$ cat src/shared/flpw_pkg.sv
package flpw_pkg;

    // Opcodes seen on the serial link
    localparam logic [7:0] OPC_WRITE_ENABLE   = 8'h06;
    localparam logic [7:0] OPC_READ_STATUS    = 8'h05;
    localparam logic [7:0] OPC_READ_PROTECT   = 8'h2b;
    localparam logic [7:0] OPC_SET_FREEZE     = 8'h91;
    localparam logic [7:0] OPC_READ_SECRET    = 8'he7;
    localparam logic [7:0] OPC_PROGRAM_SECRET = 8'he8;
    localparam logic [7:0] OPC_UNLOCK_SECRET  = 8'he9;
    localparam logic [7:0] OPC_GANG_LOCK      = 8'h7e;
    localparam logic [7:0] OPC_GANG_UNLOCK    = 8'h98;
    localparam logic [7:0] OPC_CLEAR_LOCK     = 8'ha6;

    // Field positions
    localparam int FREEZE_POS = 7;          // Freeze bit in lock register
    localparam int LOCK_POS   = 0;          // Persistent lock flag
    localparam int PWMODE_POS = 2;          // Password mode bit of protection reg
    localparam int BUSY_POS   = 0;          // Status byte: busy
    localparam int LATCH_POS  = 1;          // Status byte: write enable latch

    // Frame lengths in bits
    localparam logic [6:0] INSTR_BITS  = 7'h08;
    localparam logic [6:0] SECRET_BITS = 7'h48;   // Opcode plus 64 data bits
    localparam logic [6:0] CNT_MAX     = 7'h7f;

    // Internal operation time
    localparam int CLK_PERIOD_NS = 8;
    localparam int OP_TIME_NS    = 2000;
    localparam int OP_CYC        = (OP_TIME_NS + CLK_PERIOD_NS - 1) / CLK_PERIOD_NS;
    localparam logic [15:0] OP_CYC_W = 16'(OP_CYC);

    // Values after reset
    localparam logic [7:0]  LOCK_REG_RST = 8'h01;
    localparam logic [63:0] SECRET_RST   = 64'hffff_ffff_ffff_ffff;
    localparam logic        DYN_RST      = 1'b1;

    // Pins that cross into the system clock
    typedef struct packed {
        logic       sck;
        logic       csn;
        logic [3:0] io;
    } flpw_pin_t;

    // Pending internal operation
    typedef enum logic [2:0] {
        OP_NONE, OP_FREEZE, OP_PROGRAM, OP_UNLOCK, OP_GLOCK, OP_GUNLOCK, OP_CLRLOCK
    } flpw_op_t;

    // Active read stream
    typedef enum logic [1:0] {RD_NONE, RD_STATUS, RD_SECRET, RD_PROTECT} flpw_rd_t;

endpackage : flpw_pkg

$ cat src/core/flpw_lock.sv
`timescale 1ns/1ns
// Function
// - Set-freeze sets freeze bit seven
// - Set-freeze needs write enable latch set
// - Set-freeze runs only if select rises after eight
// - Busy during freeze; then busy, latch cleared
// - Secret readable only programmed, password mode off
// - Secret out falling edges, low byte first
// - Secret read only in single-line mode
// - Program secret needs latch, refused in password mode
// - Program secret needs exactly 64 data bits
// - Busy during program; then busy, latch cleared
// - Unlock needs exactly 64 bits; busy meanwhile
// - Unlock mismatch ignored; match sets lock flag
// - Gang-lock with latch clears all dynamic bits
// - Gang-lock both modes, byte boundary, busy meanwhile
// - Gang-unlock with latch sets all dynamic bits
// - Gang-unlock both modes, byte boundary, busy meanwhile
// - Instruction bits sampled on rising clock
// - Clear-lock with latch clears lock flag
// - Protection register 16 bits, low byte first
module flpw_lock #(
    parameter int NUM_DYN = 16,                    // Dynamic protection bits
    parameter int OP_CYCLES = flpw_pkg::OP_CYC     // Internal operation length
) (
    input  wire logic               CLK_SYS,
    input  wire logic               RSTN,
    input  wire logic               SCK,           // Serial clock pin
    input  wire logic               CS_N,          // Chip select pin
    input  wire logic [3:0]         IO_IN,         // Data pins, bit 0 is serial in
    input  wire logic               QUAD_COMMAND_MODE,
    input  wire logic [15:0]        ADVANCED_PROTECTION_REG,
    output logic                    SO_OUT,        // Serial out (IO1)
    output logic                    SO_OE,
    output logic                    BUSY_FLAG,
    output logic                    WRITE_ENABLE_LATCH,
    output logic [7:0]              LOCK_REG,      // Freeze bit and lock flag
    output logic                    SECRET_SET,    // Secret has been programmed
    output logic [NUM_DYN-1:0]      DYNAMIC_PROTECT_BIT
);
    localparam logic [15:0] OPC_W = 16'(OP_CYCLES);

    flpw_pkg::flpw_pin_t pin_raw;       // Raw pins
    flpw_pkg::flpw_pin_t pin_s;         // Synchronised pins
    logic                sck_q_ff;      // Previous clock level
    logic                csn_q_ff;      // Previous select level
    logic                sck_rise;      // Rising link clock
    logic                sck_fall;      // Falling link clock
    logic                cs_rise;       // End of frame
    logic [71:0]         sh_ff;         // Frame shift register
    logic [71:0]         nxt_sh;
    logic [6:0]          cnt_ff;        // Bits received this frame
    logic [6:0]          nxt_cnt;
    logic [7:0]          cmd_ff;        // Latched opcode
    flpw_pkg::flpw_rd_t  rd_ff;         // Read stream kind
    flpw_pkg::flpw_rd_t  nxt_rd;
    logic [5:0]          idx_ff;        // Output bit index
    flpw_pkg::flpw_op_t  op_ff;         // Running operation
    flpw_pkg::flpw_op_t  nxt_op;        // Operation to start
    logic [15:0]         opc_ff;        // Operation countdown
    logic                op_done;       // Last cycle of operation
    logic [63:0]         new_secret_ff; // Data captured for program or unlock
    logic [63:0]         rx_secret;     // Received data, byte order fixed
    logic [63:0]         secret_ff;     // Stored secret
    logic                pw_mode_off;   // Password mode not selected
    logic                out_bit;       // Bit for next falling edge
    logic [7:0]          status_byte;

    // Byte swap: first received byte is byte 0
    function automatic logic [63:0] swap_bytes(input logic [63:0] v);
        logic [63:0] r;
        r = '0;
        for (int i = 0; i < 8; i++)
            r[i*8 +: 8] = v[(7-i)*8 +: 8];
        return r;
    endfunction : swap_bytes

    // Pins into system clock
    assign pin_raw.sck = SCK;
    assign pin_raw.csn = CS_N;
    assign pin_raw.io  = IO_IN;

    flpw_sync #(
        .W   (6),
        .RST (6'h10)
    ) u_sync (
        .clk   (CLK_SYS),
        .rst_n (RSTN),
        .din   (pin_raw),
        .dout  (pin_s)
    );

    // Edge history of synchronised pins
    always_ff @(posedge CLK_SYS or negedge RSTN)
    begin
        if (!RSTN)
        begin
            sck_q_ff <= 1'b0;
            csn_q_ff <= 1'b1;
        end
        else
        begin
            sck_q_ff <= pin_s.sck;
            csn_q_ff <= pin_s.csn;
        end
    end

    assign sck_rise    = pin_s.sck & ~sck_q_ff & ~pin_s.csn;
    assign sck_fall    = ~pin_s.sck & sck_q_ff & ~pin_s.csn;
    assign cs_rise     = pin_s.csn & ~csn_q_ff;
    assign pw_mode_off = ADVANCED_PROTECTION_REG[flpw_pkg::PWMODE_POS];
    assign rx_secret   = swap_bytes(sh_ff[63:0]);

    // Next shift value and count on a rising link clock
    always_comb
    begin
        if (QUAD_COMMAND_MODE)
        begin
            nxt_sh  = {sh_ff[67:0], pin_s.io};
            nxt_cnt = (cnt_ff > flpw_pkg::CNT_MAX - 7'h04) ? flpw_pkg::CNT_MAX
                                                           : cnt_ff + 7'h04;
        end
        else
        begin
            nxt_sh  = {sh_ff[70:0], pin_s.io[0]};
            nxt_cnt = (cnt_ff == flpw_pkg::CNT_MAX) ? cnt_ff : cnt_ff + 7'h01;
        end
    end

    // Frame capture, opcode latched at the eighth bit
    always_ff @(posedge CLK_SYS or negedge RSTN)
    begin
        if (!RSTN)
        begin
            sh_ff  <= '0;
            cnt_ff <= '0;
            cmd_ff <= '0;
        end
        else if (pin_s.csn)
            cnt_ff <= '0;                          // Idle between frames
        else if (sck_rise)
        begin
            sh_ff  <= nxt_sh;
            cnt_ff <= nxt_cnt;
            if (nxt_cnt == flpw_pkg::INSTR_BITS)
                cmd_ff <= nxt_sh[7:0];
        end
    end

    // Read stream chosen once the opcode is in
    always_comb
    begin
        nxt_rd = flpw_pkg::RD_NONE;
        if (nxt_sh[7:0] == flpw_pkg::OPC_READ_STATUS)
            nxt_rd = flpw_pkg::RD_STATUS;
        else if (op_ff == flpw_pkg::OP_NONE)
        begin
            if (nxt_sh[7:0] == flpw_pkg::OPC_READ_SECRET && !QUAD_COMMAND_MODE
                && SECRET_SET && pw_mode_off)
                nxt_rd = flpw_pkg::RD_SECRET;
            else if (nxt_sh[7:0] == flpw_pkg::OPC_READ_PROTECT && !QUAD_COMMAND_MODE)
                nxt_rd = flpw_pkg::RD_PROTECT;
        end
    end

    assign status_byte = {6'h00, WRITE_ENABLE_LATCH, BUSY_FLAG};

    // Bit to drive: low byte first, top bit of byte first
    always_comb
    begin
        unique case (rd_ff)
            flpw_pkg::RD_STATUS:  out_bit = status_byte[~idx_ff[2:0]];
            flpw_pkg::RD_SECRET:  out_bit = secret_ff[{idx_ff[5:3], ~idx_ff[2:0]}];
            flpw_pkg::RD_PROTECT: out_bit =
                ADVANCED_PROTECTION_REG[{idx_ff[3], ~idx_ff[2:0]}];
            flpw_pkg::RD_NONE:    out_bit = 1'b0;
        endcase
    end

    // Serial output on falling link clock, wraps every 64/16/8 bits
    always_ff @(posedge CLK_SYS or negedge RSTN)
    begin
        if (!RSTN)
        begin
            rd_ff  <= flpw_pkg::RD_NONE;
            idx_ff <= '0;
            SO_OUT <= 1'b0;
            SO_OE  <= 1'b0;
        end
        else if (pin_s.csn)
        begin
            rd_ff  <= flpw_pkg::RD_NONE;
            idx_ff <= '0;
            SO_OE  <= 1'b0;
        end
        else if (sck_rise && nxt_cnt == flpw_pkg::INSTR_BITS && cnt_ff < nxt_cnt)
            rd_ff <= nxt_rd;
        else if (sck_fall && rd_ff != flpw_pkg::RD_NONE)
        begin
            SO_OUT <= out_bit;
            SO_OE  <= 1'b1;
            idx_ff <= idx_ff + 6'h01;
        end
    end

    // Decide at select rise which operation starts
    always_comb
    begin
        nxt_op = flpw_pkg::OP_NONE;
        if (cs_rise && op_ff == flpw_pkg::OP_NONE && WRITE_ENABLE_LATCH)
        begin
            unique case (cmd_ff)
                flpw_pkg::OPC_SET_FREEZE:
                    if (cnt_ff == flpw_pkg::INSTR_BITS)
                        nxt_op = flpw_pkg::OP_FREEZE;
                flpw_pkg::OPC_CLEAR_LOCK:
                    if (cnt_ff == flpw_pkg::INSTR_BITS)
                        nxt_op = flpw_pkg::OP_CLRLOCK;
                flpw_pkg::OPC_PROGRAM_SECRET:
                    if (cnt_ff == flpw_pkg::SECRET_BITS && pw_mode_off)
                        nxt_op = flpw_pkg::OP_PROGRAM;
                flpw_pkg::OPC_GANG_LOCK:
                    if (cnt_ff != 7'h00 && cnt_ff[2:0] == 3'h0)
                        nxt_op = flpw_pkg::OP_GLOCK;
                flpw_pkg::OPC_GANG_UNLOCK:
                    if (cnt_ff != 7'h00 && cnt_ff[2:0] == 3'h0)
                        nxt_op = flpw_pkg::OP_GUNLOCK;
                default:
                    nxt_op = flpw_pkg::OP_NONE;
            endcase
        end
        // Unlock does not need the latch
        if (cs_rise && op_ff == flpw_pkg::OP_NONE
            && cmd_ff == flpw_pkg::OPC_UNLOCK_SECRET && cnt_ff == flpw_pkg::SECRET_BITS)
            nxt_op = flpw_pkg::OP_UNLOCK;
    end

    assign op_done = (op_ff != flpw_pkg::OP_NONE) && (opc_ff == 16'h0001);

    // Operation timer and busy flag
    always_ff @(posedge CLK_SYS or negedge RSTN)
    begin
        if (!RSTN)
        begin
            op_ff     <= flpw_pkg::OP_NONE;
            opc_ff    <= '0;
            BUSY_FLAG <= 1'b0;
        end
        else if (nxt_op != flpw_pkg::OP_NONE)
        begin
            op_ff     <= nxt_op;
            opc_ff    <= OPC_W;
            BUSY_FLAG <= 1'b1;
        end
        else if (op_done)
        begin
            op_ff     <= flpw_pkg::OP_NONE;
            BUSY_FLAG <= 1'b0;
        end
        else if (op_ff != flpw_pkg::OP_NONE)
            opc_ff <= opc_ff - 16'h0001;
    end

    // Write enable latch
    always_ff @(posedge CLK_SYS or negedge RSTN)
    begin
        if (!RSTN)
            WRITE_ENABLE_LATCH <= 1'b0;
        else if (cs_rise && op_ff == flpw_pkg::OP_NONE
                 && cmd_ff == flpw_pkg::OPC_WRITE_ENABLE && cnt_ff == flpw_pkg::INSTR_BITS)
            WRITE_ENABLE_LATCH <= 1'b1;
        else if (op_done && op_ff != flpw_pkg::OP_UNLOCK)
            WRITE_ENABLE_LATCH <= 1'b0;
    end

    // Lock register: freeze bit and lock flag
    always_ff @(posedge CLK_SYS or negedge RSTN)
    begin
        if (!RSTN)
            LOCK_REG <= flpw_pkg::LOCK_REG_RST;
        else if (op_done)
        begin
            unique case (op_ff)
                flpw_pkg::OP_FREEZE:
                    LOCK_REG[flpw_pkg::FREEZE_POS] <= 1'b1;
                flpw_pkg::OP_CLRLOCK:
                    LOCK_REG[flpw_pkg::LOCK_POS] <= 1'b0;
                flpw_pkg::OP_UNLOCK:
                    if (new_secret_ff == secret_ff)
                        LOCK_REG[flpw_pkg::LOCK_POS] <= 1'b1;
                default:
                    LOCK_REG <= LOCK_REG;
            endcase
        end
    end

    // Capture received data at operation start
    always_ff @(posedge CLK_SYS or negedge RSTN)
    begin
        if (!RSTN)
            new_secret_ff <= '0;
        else if (nxt_op == flpw_pkg::OP_PROGRAM || nxt_op == flpw_pkg::OP_UNLOCK)
            new_secret_ff <= rx_secret;
    end

    // Stored secret and programmed flag
    always_ff @(posedge CLK_SYS or negedge RSTN)
    begin
        if (!RSTN)
        begin
            secret_ff  <= flpw_pkg::SECRET_RST;
            SECRET_SET <= 1'b0;
        end
        else if (op_done && op_ff == flpw_pkg::OP_PROGRAM)
        begin
            secret_ff  <= new_secret_ff;
            SECRET_SET <= 1'b1;
        end
    end

    // Dynamic protection bits, all at once
    always_ff @(posedge CLK_SYS or negedge RSTN)
    begin
        if (!RSTN)
            DYNAMIC_PROTECT_BIT <= {NUM_DYN{flpw_pkg::DYN_RST}};
        else if (op_done && op_ff == flpw_pkg::OP_GLOCK)
            DYNAMIC_PROTECT_BIT <= '0;
        else if (op_done && op_ff == flpw_pkg::OP_GUNLOCK)
            DYNAMIC_PROTECT_BIT <= '1;
    end
endmodule : flpw_lock

$ cat src/core/flpw_sync.sv
`timescale 1ns/1ns
// Three-stage synchroniser; output follows once stages two and three agree
module flpw_sync #(
    parameter int          W   = 1,
    parameter logic [W-1:0] RST = '0
) (
    input  wire logic         clk,
    input  wire logic         rst_n,
    input  wire logic [W-1:0] din,
    output logic      [W-1:0] dout
);
    logic [W-1:0] s1_ff;   // Metastable stage
    logic [W-1:0] s2_ff;   // Second stage
    logic [W-1:0] s3_ff;   // Third stage

    // Shift chain
    always_ff @(posedge clk or negedge rst_n)
    begin
        if (!rst_n)
        begin
            s1_ff <= RST;
            s2_ff <= RST;
            s3_ff <= RST;
        end
        else
        begin
            s1_ff <= din;
            s2_ff <= s1_ff;
            s3_ff <= s2_ff;
        end
    end

    // Accept per bit when stages agree
    always_ff @(posedge clk or negedge rst_n)
    begin
        if (!rst_n)
            dout <= RST;
        else
            for (int i = 0; i < W; i++)
                if (s2_ff[i] == s3_ff[i])
                    dout[i] <= s3_ff[i];
    end
endmodule : flpw_sync

$ cat config.mk
export PLATFORM = sky130hd
export DESIGN_NAME = flpw_lock
export DESIGN_NICKNAME = d
export VERILOG_FILES = /design/src/shared/flpw_pkg.sv /design/src/core/flpw_lock.sv /design/src/core/flpw_sync.sv
export SDC_FILE = /design/constraint.sdc
export NUM_CORES = 1
export LEC_CHECK = 0
export ABC_AREA = 1
export BUFFER_PORTS_ARGS = -buffer_cell sky130_fd_sc_hd__clkbuf_2
export CORE_MARGIN = 2
export CORE_UTILIZATION = 38
export CTS_CLUSTER_DIAMETER = 40
export CTS_CLUSTER_SIZE = 8
export DETAILED_ROUTE_END_ITERATION = 6
export HOLD_SLACK_MARGIN = 0.1
export PLACE_DENSITY = 0.58
export SYNTH_ARGS = -nofsm -noshare
export SYNTH_HDL_FRONTEND = slang
export SYNTH_SLANG_ARGS = --single-unit
$ cat constraint.sdc
create_clock -name CLK_SYS -period 2.5 [get_ports CLK_SYS]
set_input_delay 0.125 -clock CLK_SYS [delete_from_list [all_inputs] [get_ports CLK_SYS]]
set_output_delay 0.125 -clock CLK_SYS [all_outputs]
set_load 0.01 [all_outputs]
# Word level (Yosys, flattened, before mapping)
# Cells that the tools add are included.
[word_totals]
ff_bits = 283
input_bits = 25
out_inout_bits = 29
wordCells = 175
[op_classes]
add_sub_neg = 4
order_cmp = 5
eq_ne = 37
muxes = 46
n_bitwise = 11
n_reduce_logical = 44
[ops]
columns = ["operator", "n"]
rows = [
  ["$mux 16", 5],
  ["$eq 64x64->1", 1],
  ["$mux 64", 1],
  ["$eq 8x8->1 const B", 6],
  ["$mux 7", 5],
  ["$mux 3", 7],
  ["$logic_and 1x1->1", 20],
  ["$mux 6", 3],
  ["$reduce_bool 2->1", 9],
  ["$eq 16x1->1 const B", 1],
  ["$eq 8x3->1 const B", 2],
  ["$sub 16x1->16 const B", 1],
  ["$pmux 3 s5", 1],
  ["$eq 7x4->1 const B", 2],
  ["$eq 7x7->1 const B", 2],
  ["$mux 2", 7],
  ["$eq 3x2->1 const B", 4],
  ["$mux 1", 12],
  ["$eq 3x3->1 const B", 3],
  ["$reduce_and 3->1", 3],
  ["$eq 8x6->1 const B", 1],
  ["$eq 8x7->1 const B", 1],
  ["$reduce_and 2->1", 4],
  ["$add 7x1->7 const B", 1],
  ["28 further kinds", 45],
]

# Longest topological paths before layout
# Gate-level depths: netlist (run 1).
[logic_depth]
depth_word = 10
depth_mapped = 17
ltp_nobuf = 17

# By module
# A second synthesis (run 1) with hierarchy kept.
[unflattened]
cells_unflattened = 1668
area_unflattened_um2 = 13864.5
[modules_own_cells]
columns = ["module", "instances", "cells_per_inst", "area_each_um2"]
rows = [
  ["flpw_lock", 1, 1620, 13161.4],
  ["flpw_sync", 1, 48, 703.2],
]

# Worst setup path before layout (run 1)
# OpenSTA, ideal clock, no wires.
[synth_timing]
path_type = "reg2reg"
startpoint = "register cnt_ff[2]"
endpoint = "register rd_ff[0]"
t_arrival_ns = 2.175
required_time_ns = 2.383
setup_slack_ns = 0.208
path_stages_with_launch = 17
path_buffers = 0
period_less_slack_ns = 2.292
cell_sequence = "dfrtp_1 ha_1 nand2_1 inv_1 nand2_2 nand2_1 nand2_1 nand3_1 nand2_1 ha_1 a21o_1 a21oi_1 nand2_1 inv_1 nand3_1 nand3_1 nand2_1"
[synth_via]
elab_chain_len = 7
word_cells_on_any_way = 12
classes_between = "2 x add/sub; 2 x order compare; 2 x eq/ne; 3 x mux; 3 x reduce/logical"
[synth_lines]
columns = ["element", "line", "source"]
rows = [
  ["start: declaration", "flpw_lock.sv:52", "logic [6:0] cnt_ff;"],
  ["start signal: assignment", "flpw_lock.sv:144", "cnt_ff <= nxt_cnt;"],
  ["branches (longest 5 deep; another with $add 7x1->7)", "-", ""],
  ["$logic_and 1x1->1 (*)", "flpw_lock.sv:196", "else if (sck_rise && nxt_cnt == flpw_pkg::INSTR_BITS && cnt_ff < nxt_cnt)"],
  ["$reduce_bool 2->1 (no source line) (*)", "-", ""],
  ["end signal: assignment", "flpw_lock.sv:185", "rd_ff <= flpw_pkg::RD_NONE;"],
  ["end signal: assignment", "flpw_lock.sv:192", "rd_ff <= flpw_pkg::RD_NONE;"],
  ["end signal: assignment", "flpw_lock.sv:197", "rd_ff <= nxt_rd;"],
  ["end: declaration", "flpw_lock.sv:55", "flpw_pkg::flpw_rd_t rd_ff;"],
]
# Mark *: on every way between the ends.
# A chain may end at the register's enable or synchronous reset.

# Worst setup path in the final report (run 1)
[layout_timing]
startpoint = "register cnt_ff[0]"
endpoint = "register new_secret_ff[17]"
[layout_via]
elab_chain_len = 8
word_cells_on_any_way = 18
classes_between = "4 x eq/ne; 8 x mux; 6 x reduce/logical"
[layout_lines]
columns = ["element", "line", "source"]
rows = [
  ["$eq 7x7->1 (tied with other cells)", "flpw_lock.sv:220, flpw_lock.sv:234", ""],
  ["$logic_and 1x1->1, on equally long branches", "flpw_lock.sv:220, flpw_lock.sv:223, flpw_lock.sv:226", ""],
  ["$mux 2 (tied with other cells)", "flpw_lock.sv:220", "if (cnt_ff == flpw_pkg::SECRET_BITS && pw_mode_off)"],
  ["$pmux 3 s5", "flpw_lock.sv:212", "unique case (cmd_ff)"],
  ["$mux 3", "flpw_lock.sv:210", "if (cs_rise && op_ff == flpw_pkg::OP_NONE && WRITE_ENABLE_LATCH)"],
  ["$mux 3 (*)", "flpw_lock.sv:233", "if (cs_rise && op_ff == flpw_pkg::OP_NONE"],
  ["$eq 3x2->1", "flpw_lock.sv:302", "else if (nxt_op == flpw_pkg::OP_PROGRAM || nxt_op == flpw_pkg::OP_UNLOCK)"],
  ["$logic_or 1x1->1 (*)", "flpw_lock.sv:302", ""],
  ["end signal: assignment", "flpw_lock.sv:303", "new_secret_ff <= rx_secret;"],
  ["end: declaration", "flpw_lock.sv:62", "logic [63:0] new_secret_ff;"],
]
# Every way passes the cells marked *; elsewhere a longest branch is shown, timed or not.

==> results of run 1 <==
[layer usage]
metal	vias up	wire length, um
li1	5532	-
met3	59	1578
met4	0	746
met1	5371	18190
met2	246	15660
met5	-	0
[area by class of cell]
cell class / instances / area (um^2)
repair buffers: 102 / 828.3
flip-flops and latches: 268 / 6799
multi-input cells: 1091 / 5861
clock buffers: 71 / 1326
clock inverters: 13 / 226.5
fillers: 3532 / 19980
well taps: 468 / 585.6
inverters: 197 / 739.5
[critical path: cells and delay by family, from the launching register on]
family / cells / cell delay, ns
compound gates: 2 / 0.29
simple gates: 6 / 0.76
buf+inv: 3 / 0.52
fa+ha+maj: 1 / 0.24
flops: 1 / 0.45
[layout by cell type (no fill, tap or decap), drive strengths merged, types with 2 or more instances in the layout]
master,count
a21oi,19
clkinv,9
a22o,5
nand2,420
dlygate4sd3,8
dfstp,71
xnor2,27
a211oi,3
dfrtp,197
or2,3
xor2,32
nor3,24
nand3,88
o21ai,230
a221oi,3
ha,13
clkbuf,118
bufinv,6
buf,47
o211ai,52
o22ai,26
inv,195
maj3,6
a21boi,4
nand3b,3
nor4,10
nor2,76
o31ai,2
conb,6
nand4,33
[registers in the layout, summed over array words and instances, names as in the netlist]
register,count
BUSY_FLAG,1
DYNAMIC_PROTECT_BIT,1
LOCK_REG,2
SECRET_SET,1
SO_OE,1
SO_OUT,1
WRITE_ENABLE_LATCH,1
cmd_ff,8
cnt_ff,7
csn_q_ff,1
idx_ff,6
new_secret_ff,64
op_ff,3
opc_ff,16
rd_ff,2
sck_q_ff,1
secret_ff,64
sh_ff,64
u_sync.dout,6
u_sync.s1_ff,6
u_sync.s2_ff,6
u_sync.s3_ff,6
[how the worst max path moves through the flow]
stage	slack (ns)	start	to	depth (start not counted)
after floorplan	0.21	cnt_ff[2]	rd_ff[0]	16
after global placement	0.13	cnt_ff[0]	rd_ff[0]	16
after detailed placement	0.07	cnt_ff[0]	new_secret_ff[17]	12
after CTS	0.05	cnt_ff[0]	new_secret_ff[17]	12
after global routing	-0.05	cnt_ff[0]	new_secret_ff[27]	12
final	0.13	cnt_ff[0]	new_secret_ff[17]	12
[cell families after synthesis]
logic type / after synthesis / synth area share
buffers and inverters: 292 / 0.09768
AO/OA/AOI/OAI: 348 / 0.1568
XOR/XNOR: 59 / 0.03704
other: 1 / 0.0002688
AND/OR/NAND/NOR: 659 / 0.2051
flip-flops: 268 / 0.4871
adder cells (fa/ha/maj): 19 / 0.01597
[report_power, final]
group	internal (mW)	total, mW	switching [mW]	leakage (nW)
combinational	0.357	1.08	0.725	3.24
clock	4.24	6.35	2.11	0.757
sequential	4.80	5.26	0.465	3.27
[per-stage QoR]
| stage | std cells | hold slack [ns] |
|---|---|---|
| 5_1_grt | 2210 | 0.1649 |
| 2_1_floorplan | 1651 | -0.1706 |
| 3_3_place_gp | 2110 | 0.1106 |
| 6_report | 2210 | 0.1347 |
| 3_5_place_dp | 2110 | 0.1114 |
| 4_1_cts | 2202 | 0.1307 |
[repair_timing]
item,4_1_cts,5_1_grt
endpoints found under the setup margin,0,64
resized for setup,0,11
buffers inserted,0,6
endpoints found under the hold margin,173,0
hold buffers,8,0
==> results.tsv, run 1 <==
metric	value	unit
outcome	complete, no violations	
wire_per_inst	16.37	um
synth_edf_count	0	
layout-drive-gt1-share	0.1940	
netlist_instances	1646	
die_w	195.6	um
ctsHtreeMaxLevel	2	
slew_headroom	0.6338	
synthTopCellsByArea	dfrtp_1 (35%), dfstp_2 (13%), nand2_1 (11%), inv_1 (5.1%), o21ai_2 (3.6%)	
peakVddDrop	0.4350	mV
worstSetupPathType	reg2reg	
ys.flop_type	dfrtp_1	
worstPathRequired	2.96	ns
cts_tree	yes	
antenna_found_initial	0	
placed_area	0.01460	mm^2
overflow	0	
slowest_stage	dfrtp_2	
crit_chain	inv_1 > ha_2 > nand2_1 > nor3_4 > nand4_1 > nand2_1 > nand2_1 > o21ai_4 > buf_12 > buf_12 > nand2_1 > o21ai_1	
layout.nets	1745	
dpl.hpwl	24.86	mm
grt_use_met1	0.2888	
cts_sinks	268	
antenna_left	0	
via_per_inst	5.071	
cp_max_fo	33	
ys.warnings.count	0	
worst_pin_slew	0.5493	ns
finalPower	12.70	mW
syn_avg_cell_area	8.475	um^2
power_leakage	7.262	nW
setup_tns	0	ns
fin_crit	2.373	ns
utilization	0.4503	
seq_area_frac_synth	0.4871	
grt_use_met2	0.2876	
fin_crit_sh	0.9492	
end_kind	flip-flop	
grt_pass1_vias	10730	
clock.fmax	0.4214	GHz
r2r_start	cnt_ff[0]	
synth-seq-cells	268	
synth_top_cell_area_share	0.3534	
rsz0062_at_grt	yes	
insertion_delay	0.54	ns
synthToLayoutAreaGrowth	17.32	%
num_vias	11210	
setup-violations-final	0	
hold_path.class	in2async	
maxCapViolCount	0	
busiest_layer	met1	
synth_most_common_cell	nand2_1	
r2r_end	new_secret_ff[17]	
skew	0.01298	ns
coreArea	0.03635	mm^2
setup_slack	0.1269	ns
clk_path_buf_depth	3	
crit_top_cell	nand2_1	
finalWeightedCongestion	0.8622	
die_y	195.6	um
drc	0	
ios	54	
finalInstanceArea	0.01637	mm^2
cp.arrival	2.83	ns
final_max_slew_viol_count	0	
yosys.area.top_type	dfrtp_1	
max_stage_delay	0.45	ns
rrSetupSlack	0.13	ns
grt_max_degree	122	
cellPowerDensity	775.7	mW/mm^2
met3_usage	0.02383	
first_pass_iters	7	
synth_commonest_cells	nand2_1 (406), dfrtp_1 (197), inv_1 (188)	
cts-root-buf	clkbuf_16	
start_kind	flip-flop	
portBuffers	47	
synth_cell_type_count	49	
synth-async-reset-ratio	1.000	
wirelength	36.18	mm
hold_viol_final	0	
synth_area	0.01395	mm^2
dp_slack	0.07198	ns
start_util	0.3838	
path_clk_slew	0.05	ns
cts_buffers	47	
drt_iter0_drc	782	
grt_pass1_wl	59.02	mm
placementRows	70	
worstRegToRegCells	12	
grt_use_total	0.1914	
design.die.area	0.03826	mm^2
antenna_cells	0	
No activity file was read; power rests on OpenSTA's default activity.
==> run 2: changes to the inputs <==
--- a/config.mk
+++ b/config.mk
@@ -6,14 +6,15 @@
 export NUM_CORES = 1
 export LEC_CHECK = 0
 export ABC_AREA = 1
-export BUFFER_PORTS_ARGS = -buffer_cell sky130_fd_sc_hd__clkbuf_2
+export CORE_ASPECT_RATIO = 0.6
 export CORE_MARGIN = 2
 export CORE_UTILIZATION = 38
 export CTS_CLUSTER_DIAMETER = 40
 export CTS_CLUSTER_SIZE = 8
 export DETAILED_ROUTE_END_ITERATION = 6
+export DONT_BUFFER_PORTS = 1
 export HOLD_SLACK_MARGIN = 0.1
-export PLACE_DENSITY = 0.58
+export PLACE_DENSITY = 0.57
 export SYNTH_ARGS = -nofsm -noshare
 export SYNTH_HDL_FRONTEND = slang
 export SYNTH_SLANG_ARGS = --single-unit
==> run 2 against run 1 <==
The run now ends with negative hold slack left. Via count up 1.3%. Clock power down 9.4%. Clock skew up 0.0075 ns. Core utilization down 0.57 points. Wire length up 12%. Combinational power down 5%. Sequential share of layout area up 0.60 points. Global-route usage up 1.9 points. Die area up 0.13%. Count of clock-buffer cells in the layout up 1. Register-to-register slack worse by 0.02 ns. Non-clock buffer count down 40. Critical endpoint is now new_secret_ff[53]. Largest cell class unchanged.
==> results.tsv, run 2 (same netlist as run 1, synthesis figures left out) <==
metric	value	unit
grt_max_degree	269	
drc	0	
finalPower	12.11	mW
design.die.area	0.03831	mm^2
worstPathRequired	2.97	ns
fin_cells	2173	
wirelength	40.59	mm
layout-drive-gt1-share	0.1721	
hold_viol_final	268	
die_y	152.4	um
cts_sinks	268	
layout.nets	1701	
coreArea	0.03628	mm^2
multi_input_area	0.005878	mm^2
cellPowerDensity	750.8	mW/mm^2
cts-root-buf	clkbuf_16	
hold_ws	-0.7128	ns
wire_per_inst	18.68	um
setup_slack	0.1074	ns
wl_met2	14.23	mm
maxCapViolCount	0	
seq_area	0.006798	mm^2
start_util	0.3845	
fill_cells	3539	
violations	negative hold slack	
mostFrequentLayoutCells	nand2_1 (405), dfrtp_1 (195), inv_1 (187)	
placedCellCount	2075	
portBuffers	0	
cp.arrival	2.86	ns
worstSetupPathType	reg2reg	
layout_commonest_cell	nand2_1	
drt_iter0_drc	1139	
antenna_cells	0	
dp_slack	0.09209	ns
skew	0.02044	ns
outcome	finished with violations	
clk_path_buf_depth	3	
fin_crit_sh	0.9570	
synthToLayoutAreaGrowth	15.63	%
clock.fmax	0.4180	GHz
drt-met1-wl	22.09	mm
cts_tree	yes	
setup-violations-final	0	
wl_met3	3.824	mm
path_clk_slew	0.05	ns
cts_hold_buf	9	
first_pass_iters	5	
cp_max_fo	7	
slew_headroom	0.5055	
dpl.hpwl	27.84	mm
utilization	0.4446	
die_w	251.4	um
top_layer	met4	
overflow	0	
fin_crit	2.393	ns
largest_registers	new_secret_ff: 64 flops, secret_ff: 64 flops, sh_ff: 64 flops	
ctsHtreeMaxLevel	2	
grt_pass1_vias	10520	
grt_pass1_wl	62.55	mm
placementRows	54	
final_max_slew_viol_count	0	
cts_buffers	43	
start_kind	flip-flop	
antenna_left	0	
peakVddDrop	0.4034	mV
num_vias	11350	
ios	54	
rsz0062_at_grt	yes	
hold_path.class	in2async	
grt_use_total	0.2103	
via_per_inst	5.225	
worst_pin_slew	0.7417	ns
end_kind	flip-flop	
antenna_found_initial	0	
finalWeightedCongestion	0.8817	
power_leakage	7.039	nW
insertion_delay	0.55	ns
setup_tns	0	ns
==> run 2: cell count changes in the layout (fill, tap and decap cells not counted), moves of 2 or more <==
cell,before,now
clkbuf_2,45,0
bufinv_16,6,2
clkbuf_1,18,21
buf_16,0,2
clkinv_2,4,2
clkinv_4,2,0
ha_1,11,9
==> run 2: path summary, 6_finish.rpt <==
check | from | to | slack, ns | depth (start not counted)
worst min register to register | u_sync.s1_ff[1] | u_sync.s2_ff[1] | 0.34 | 0
worst min-delay path | RSTN | BUSY_FLAG | -0.71 | 0
max in group asynchronous | RSTN | cnt_ff[0] | 2.74 | 0
worst max register to register | cnt_ff[0] | new_secret_ff[53] | 0.11 | 12
worst max-delay path | cnt_ff[0] | new_secret_ff[53] | 0.11 | 12
min in group CLK_SYS | CS_N | u_sync.s1_ff[4] | 0.14 | 1
==> run 2: per-layer routing <==
metal / track usage / vias to the layer above
li1: - / 5444
met1: 0.3632 / 5489
met2: 0.2426 / 380
met3: 0.06235 / 41
met4: 0.04082 / 0
met5: 0 / -
==> run 2: critical path, cell delays in order, from the launching register on <==
cell	delay (ns)
dfrtp_2	0.45
inv_1	0.21
ha_4	0.18
nand2_1	0.10
nor3_4	0.24
nand4_1	0.12
nand2_1	0.11
nand2_2	0.09
o21ai_4	0.28
buf_12	0.21
buf_4	0.13
nand2_1	0.10
o21ai_1	0.10
==> run 2: power by group <==
part           switching, mW  internal, mW  leakage [nW]
combinational          0.697         0.335          3.10
clock                   2.09          3.66         0.665
sequential             0.533          4.80          3.27
==> run 2: stage by stage <==
stage          hold slack [ns]  instance area [um^2]
6_report               -0.7128                 16130
5_1_grt                -0.7388                 16130
4_1_cts                -0.7394                 15890
3_5_place_dp           -0.1666                 14410
3_3_place_gp           -0.1643                 14410
2_1_floorplan          -0.1706                 13970
==> run 2: final cells by class <==
cell class	count	area share
flip-flops and latches	268	0.4214
well taps	476	0.03692
multi-input cells	1091	0.3644
inverters	197	0.04584
repair buffers	62	0.04592
clock inverters	7	0.006360
clock buffers	72	0.07912
==> run 2: what timing repair did <==
| item | 4_1_cts | 5_1_grt |
|---|---|---|
| gates resized for setup | 0 | 18 |
| buffers inserted | 0 | 5 |
| endpoints found under the hold margin | 351 | 268 |
| setup endpoints to repair | 0 | 64 |
==> run 3: changes to the inputs <==
--- a/config.mk
+++ b/config.mk
@@ -5,7 +5,6 @@
 export SDC_FILE = /design/constraint.sdc
 export NUM_CORES = 1
 export LEC_CHECK = 0
-export ABC_AREA = 1
 export CORE_ASPECT_RATIO = 0.6
 export CORE_MARGIN = 2
 export CORE_UTILIZATION = 38
==> run 3 against run 2 <==
The flow finishes with violations (negative hold slack, negative setup slack). Combinational power down 15%. Synthesized area is 4.3% lower. Synthesized cell count decreased by 33%. Count of clock-buffer cells in the layout fell by 1. Wire length is 20% lower. Core utilization grew 0.89 points. Critical endpoint is now secret_ff[55]. Largest power group unchanged.
==> results.tsv, run 3 <==
metric	value	unit
worst_pin_slew	0.6665	ns
via_per_inst	5.265	
final_max_slew_viol_count	0	
critical_path_buf_inv_count	1	
start_kind	flip-flop	
skew	0.02041	ns
cts_tree	yes	
grt_pass1_wl	51.38	mm
wire_per_inst	19.55	um
grt_pass1_vias	8477	
end_kind	flip-flop	
setup-violations-final	67	
synth_edf_count	0	
synth-async-reset-ratio	1.000	
mostFrequentLayoutCells	dfrtp_1 (190), nor2_1 (108), mux2_2 (88)	
utilization	0.4535	
clk_path_buf_depth	3	
outcome	finished with violations	
peakVddDrop	0.5236	mV
ctsHtreeMaxLevel	2	
cts_buffers	40	
synth_cell_type_count	69	
slowest_stage	or4_4	
insertion_delay	0.53	ns
hold_path.class	in2async	
clock.fmax	0.3625	GHz
ys.flop_type	dfrtp_1	
hold_ws	-0.6957	ns
hold_viol_final	268	
finalWeightedCongestion	0.8655	
layout.nets	1203	
start_util	0.3833	
ys.warnings.count	0	
yosys.area.top_type	dfrtp_1	
cts_sinks	268	
maxCapViolCount	0	
die_w	245.9	um
layout-drive-gt1-share	0.3325	
placementRows	53	
grt_max_degree	269	
worstRegToRegCells	7	
netlist_instances	1106	
fin_crit	2.759	ns
synthTopCellsByArea	dfrtp_1 (37%), dfstp_2 (14%), mux2_2 (7.4%), mux2i_1 (6.1%), mux2_4 (4.5%)	
drt_iter0_drc	760	
worstPathRequired	2.94	ns
antenna_cells	0	
fin_crit_sh	1.104	
cts_hold_buf	10	
grt_use_total	0.1807	
synthToLayoutAreaGrowth	18.31	%
portBuffers	0	
design.die.area	0.03668	mm^2
antenna_found_initial	0	
synth_commonest_cells	dfrtp_1 (197), nor2_1 (109), mux2_2 (88)	
crit_chain	or4_4 > or4b_4 > or2_4 > nor3b_4 > and2b_4 > buf_12 > mux2_2	
layout_commonest_cell	dfrtp_1	
critical_path_depth	7	
first_pass_iters	4	
drc	0	
violations	negative hold slack, negative setup slack	
cts-root-buf	clkbuf_16	
dpl.hpwl	21.69	mm
rsz0062_at_grt	yes	
die_y	149.2	um
slew_headroom	0.5547	
coreArea	0.03481	mm^2
setup_slack	-0.2589	ns
seq_area_frac_synth	0.5092	
dp_slack	-0.2588	ns
largest_registers	new_secret_ff: 64 flops, secret_ff: 64 flops, sh_ff: 64 flops	
critPathTopFamily	simple AND/OR/NAND/NOR gates	
path_clk_slew	0.05	ns
synth_area	0.01334	mm^2
placedCellCount	1570	
finalPower	11.01	mW
cellPowerDensity	697.2	mW/mm^2
syn_avg_cell_area	12.07	um^2
ios	54	
power_leakage	7.038	nW
cp_max_fo	23	
cp.arrival	3.20	ns
fin_cells	1664	
fill_cells	3185	
overflow	0	
worstSetupPathType	reg2reg	
max_stage_delay	0.53	ns
wirelength	32.54	mm
synth-seq-cells	268	
num_vias	8761	
antenna_left	0	
synth_most_common_cell	dfrtp_1	
synth_top_cell_area_share	0.3694	
-- run 3: final timing paths --
kind                              startpoint               to  slack (ns)
setup / recovery                   opc_ff[4]    secret_ff[55]       -0.26
hold / removal                          RSTN        sh_ff[49]       -0.70
setup reg to reg                   opc_ff[4]    secret_ff[55]       -0.26
hold reg to reg              u_sync.s1_ff[5]  u_sync.s2_ff[5]        0.34
max in group asynchronous               RSTN        cnt_ff[4]        2.62
min in group CLK_SYS       QUAD_COMMAND_MODE         sh_ff[9]        0.13
-- run 3: power by group --
group | total [mW] | internal (mW) | switching (mW) | leakage (nW)
Combinational | 0.880 | 0.418 | 0.461 | 3.44
Clock | 5.12 | 3.17 | 1.95 | 0.579
Sequential | 5.00 | 4.64 | 0.368 | 3.02
-- run 3: logic make-up after synthesis --
family                   count (synthesis)  share of synthesized area
AND/OR/NAND/NOR                        264                    0.09977
flip-flops                             268                     0.5092
buffers and inverters                   97                    0.04032
adder cells (fa/ha/maj)                 19                    0.01669
XOR/XNOR                                87                    0.05710
other                                    1                  0.0002810
multiplexers                           234                     0.2146
AO/OA/AOI/OAI                          136                    0.06198
-- run 3: cell type report --
class,count,area [um^2],share of cell area
Multi-Input combinational cell,746,6218,0.3939
Tap cell,467,584.3,0.03701
Inverter,16,67.56,0.004280
Sequential cell,268,6804,0.4310
Clock buffer,71,1180,0.07473
Clock inverter,3,26.28,0.001664
Timing Repair Buffer,93,907.1,0.05746
-- run 3: repair_timing --
item                                   CTS  global route
endpoints found under the hold margin  348           268
buffers inserted                         0             8
pin swaps                                2             8
setup endpoints to repair               98           156
gates cloned                             0             2
resized for setup                       10            32
-- run 3: metal layers --
| metal | vias up | global-route usage | part of all wire |
|---|---|---|---|
| met4 | 0 | 0.03212 | 0.011 |
| met5 | - | 0 | 0 |
| met2 | 220 | 0.2120 | 0.36 |
| met1 | 4442 | 0.3055 | 0.55 |
| li1 | 4064 | - | - |
| met3 | 35 | 0.05990 | 0.077 |
-- run 3: through the flow --
step	TNS, ns	instance area (um^2)
finish	-14.48	15790
global route	-20.38	15790
CTS	-15.00	15520
detailed placement	-15.21	14180
global placement	-15.28	14180
floorplan	-28.91	13460
-- run 3: worst register-to-register path, delay by kind of cell (launching register included) --
| kind | cells | cell delay, ns |
|---|---|---|
| AND/OR/NAND/NOR | 5 | 1.74 |
| flip-flops | 1 | 0.37 |
| multiplexers | 1 | 0.36 |
| buffers and inverters | 1 | 0.21 |
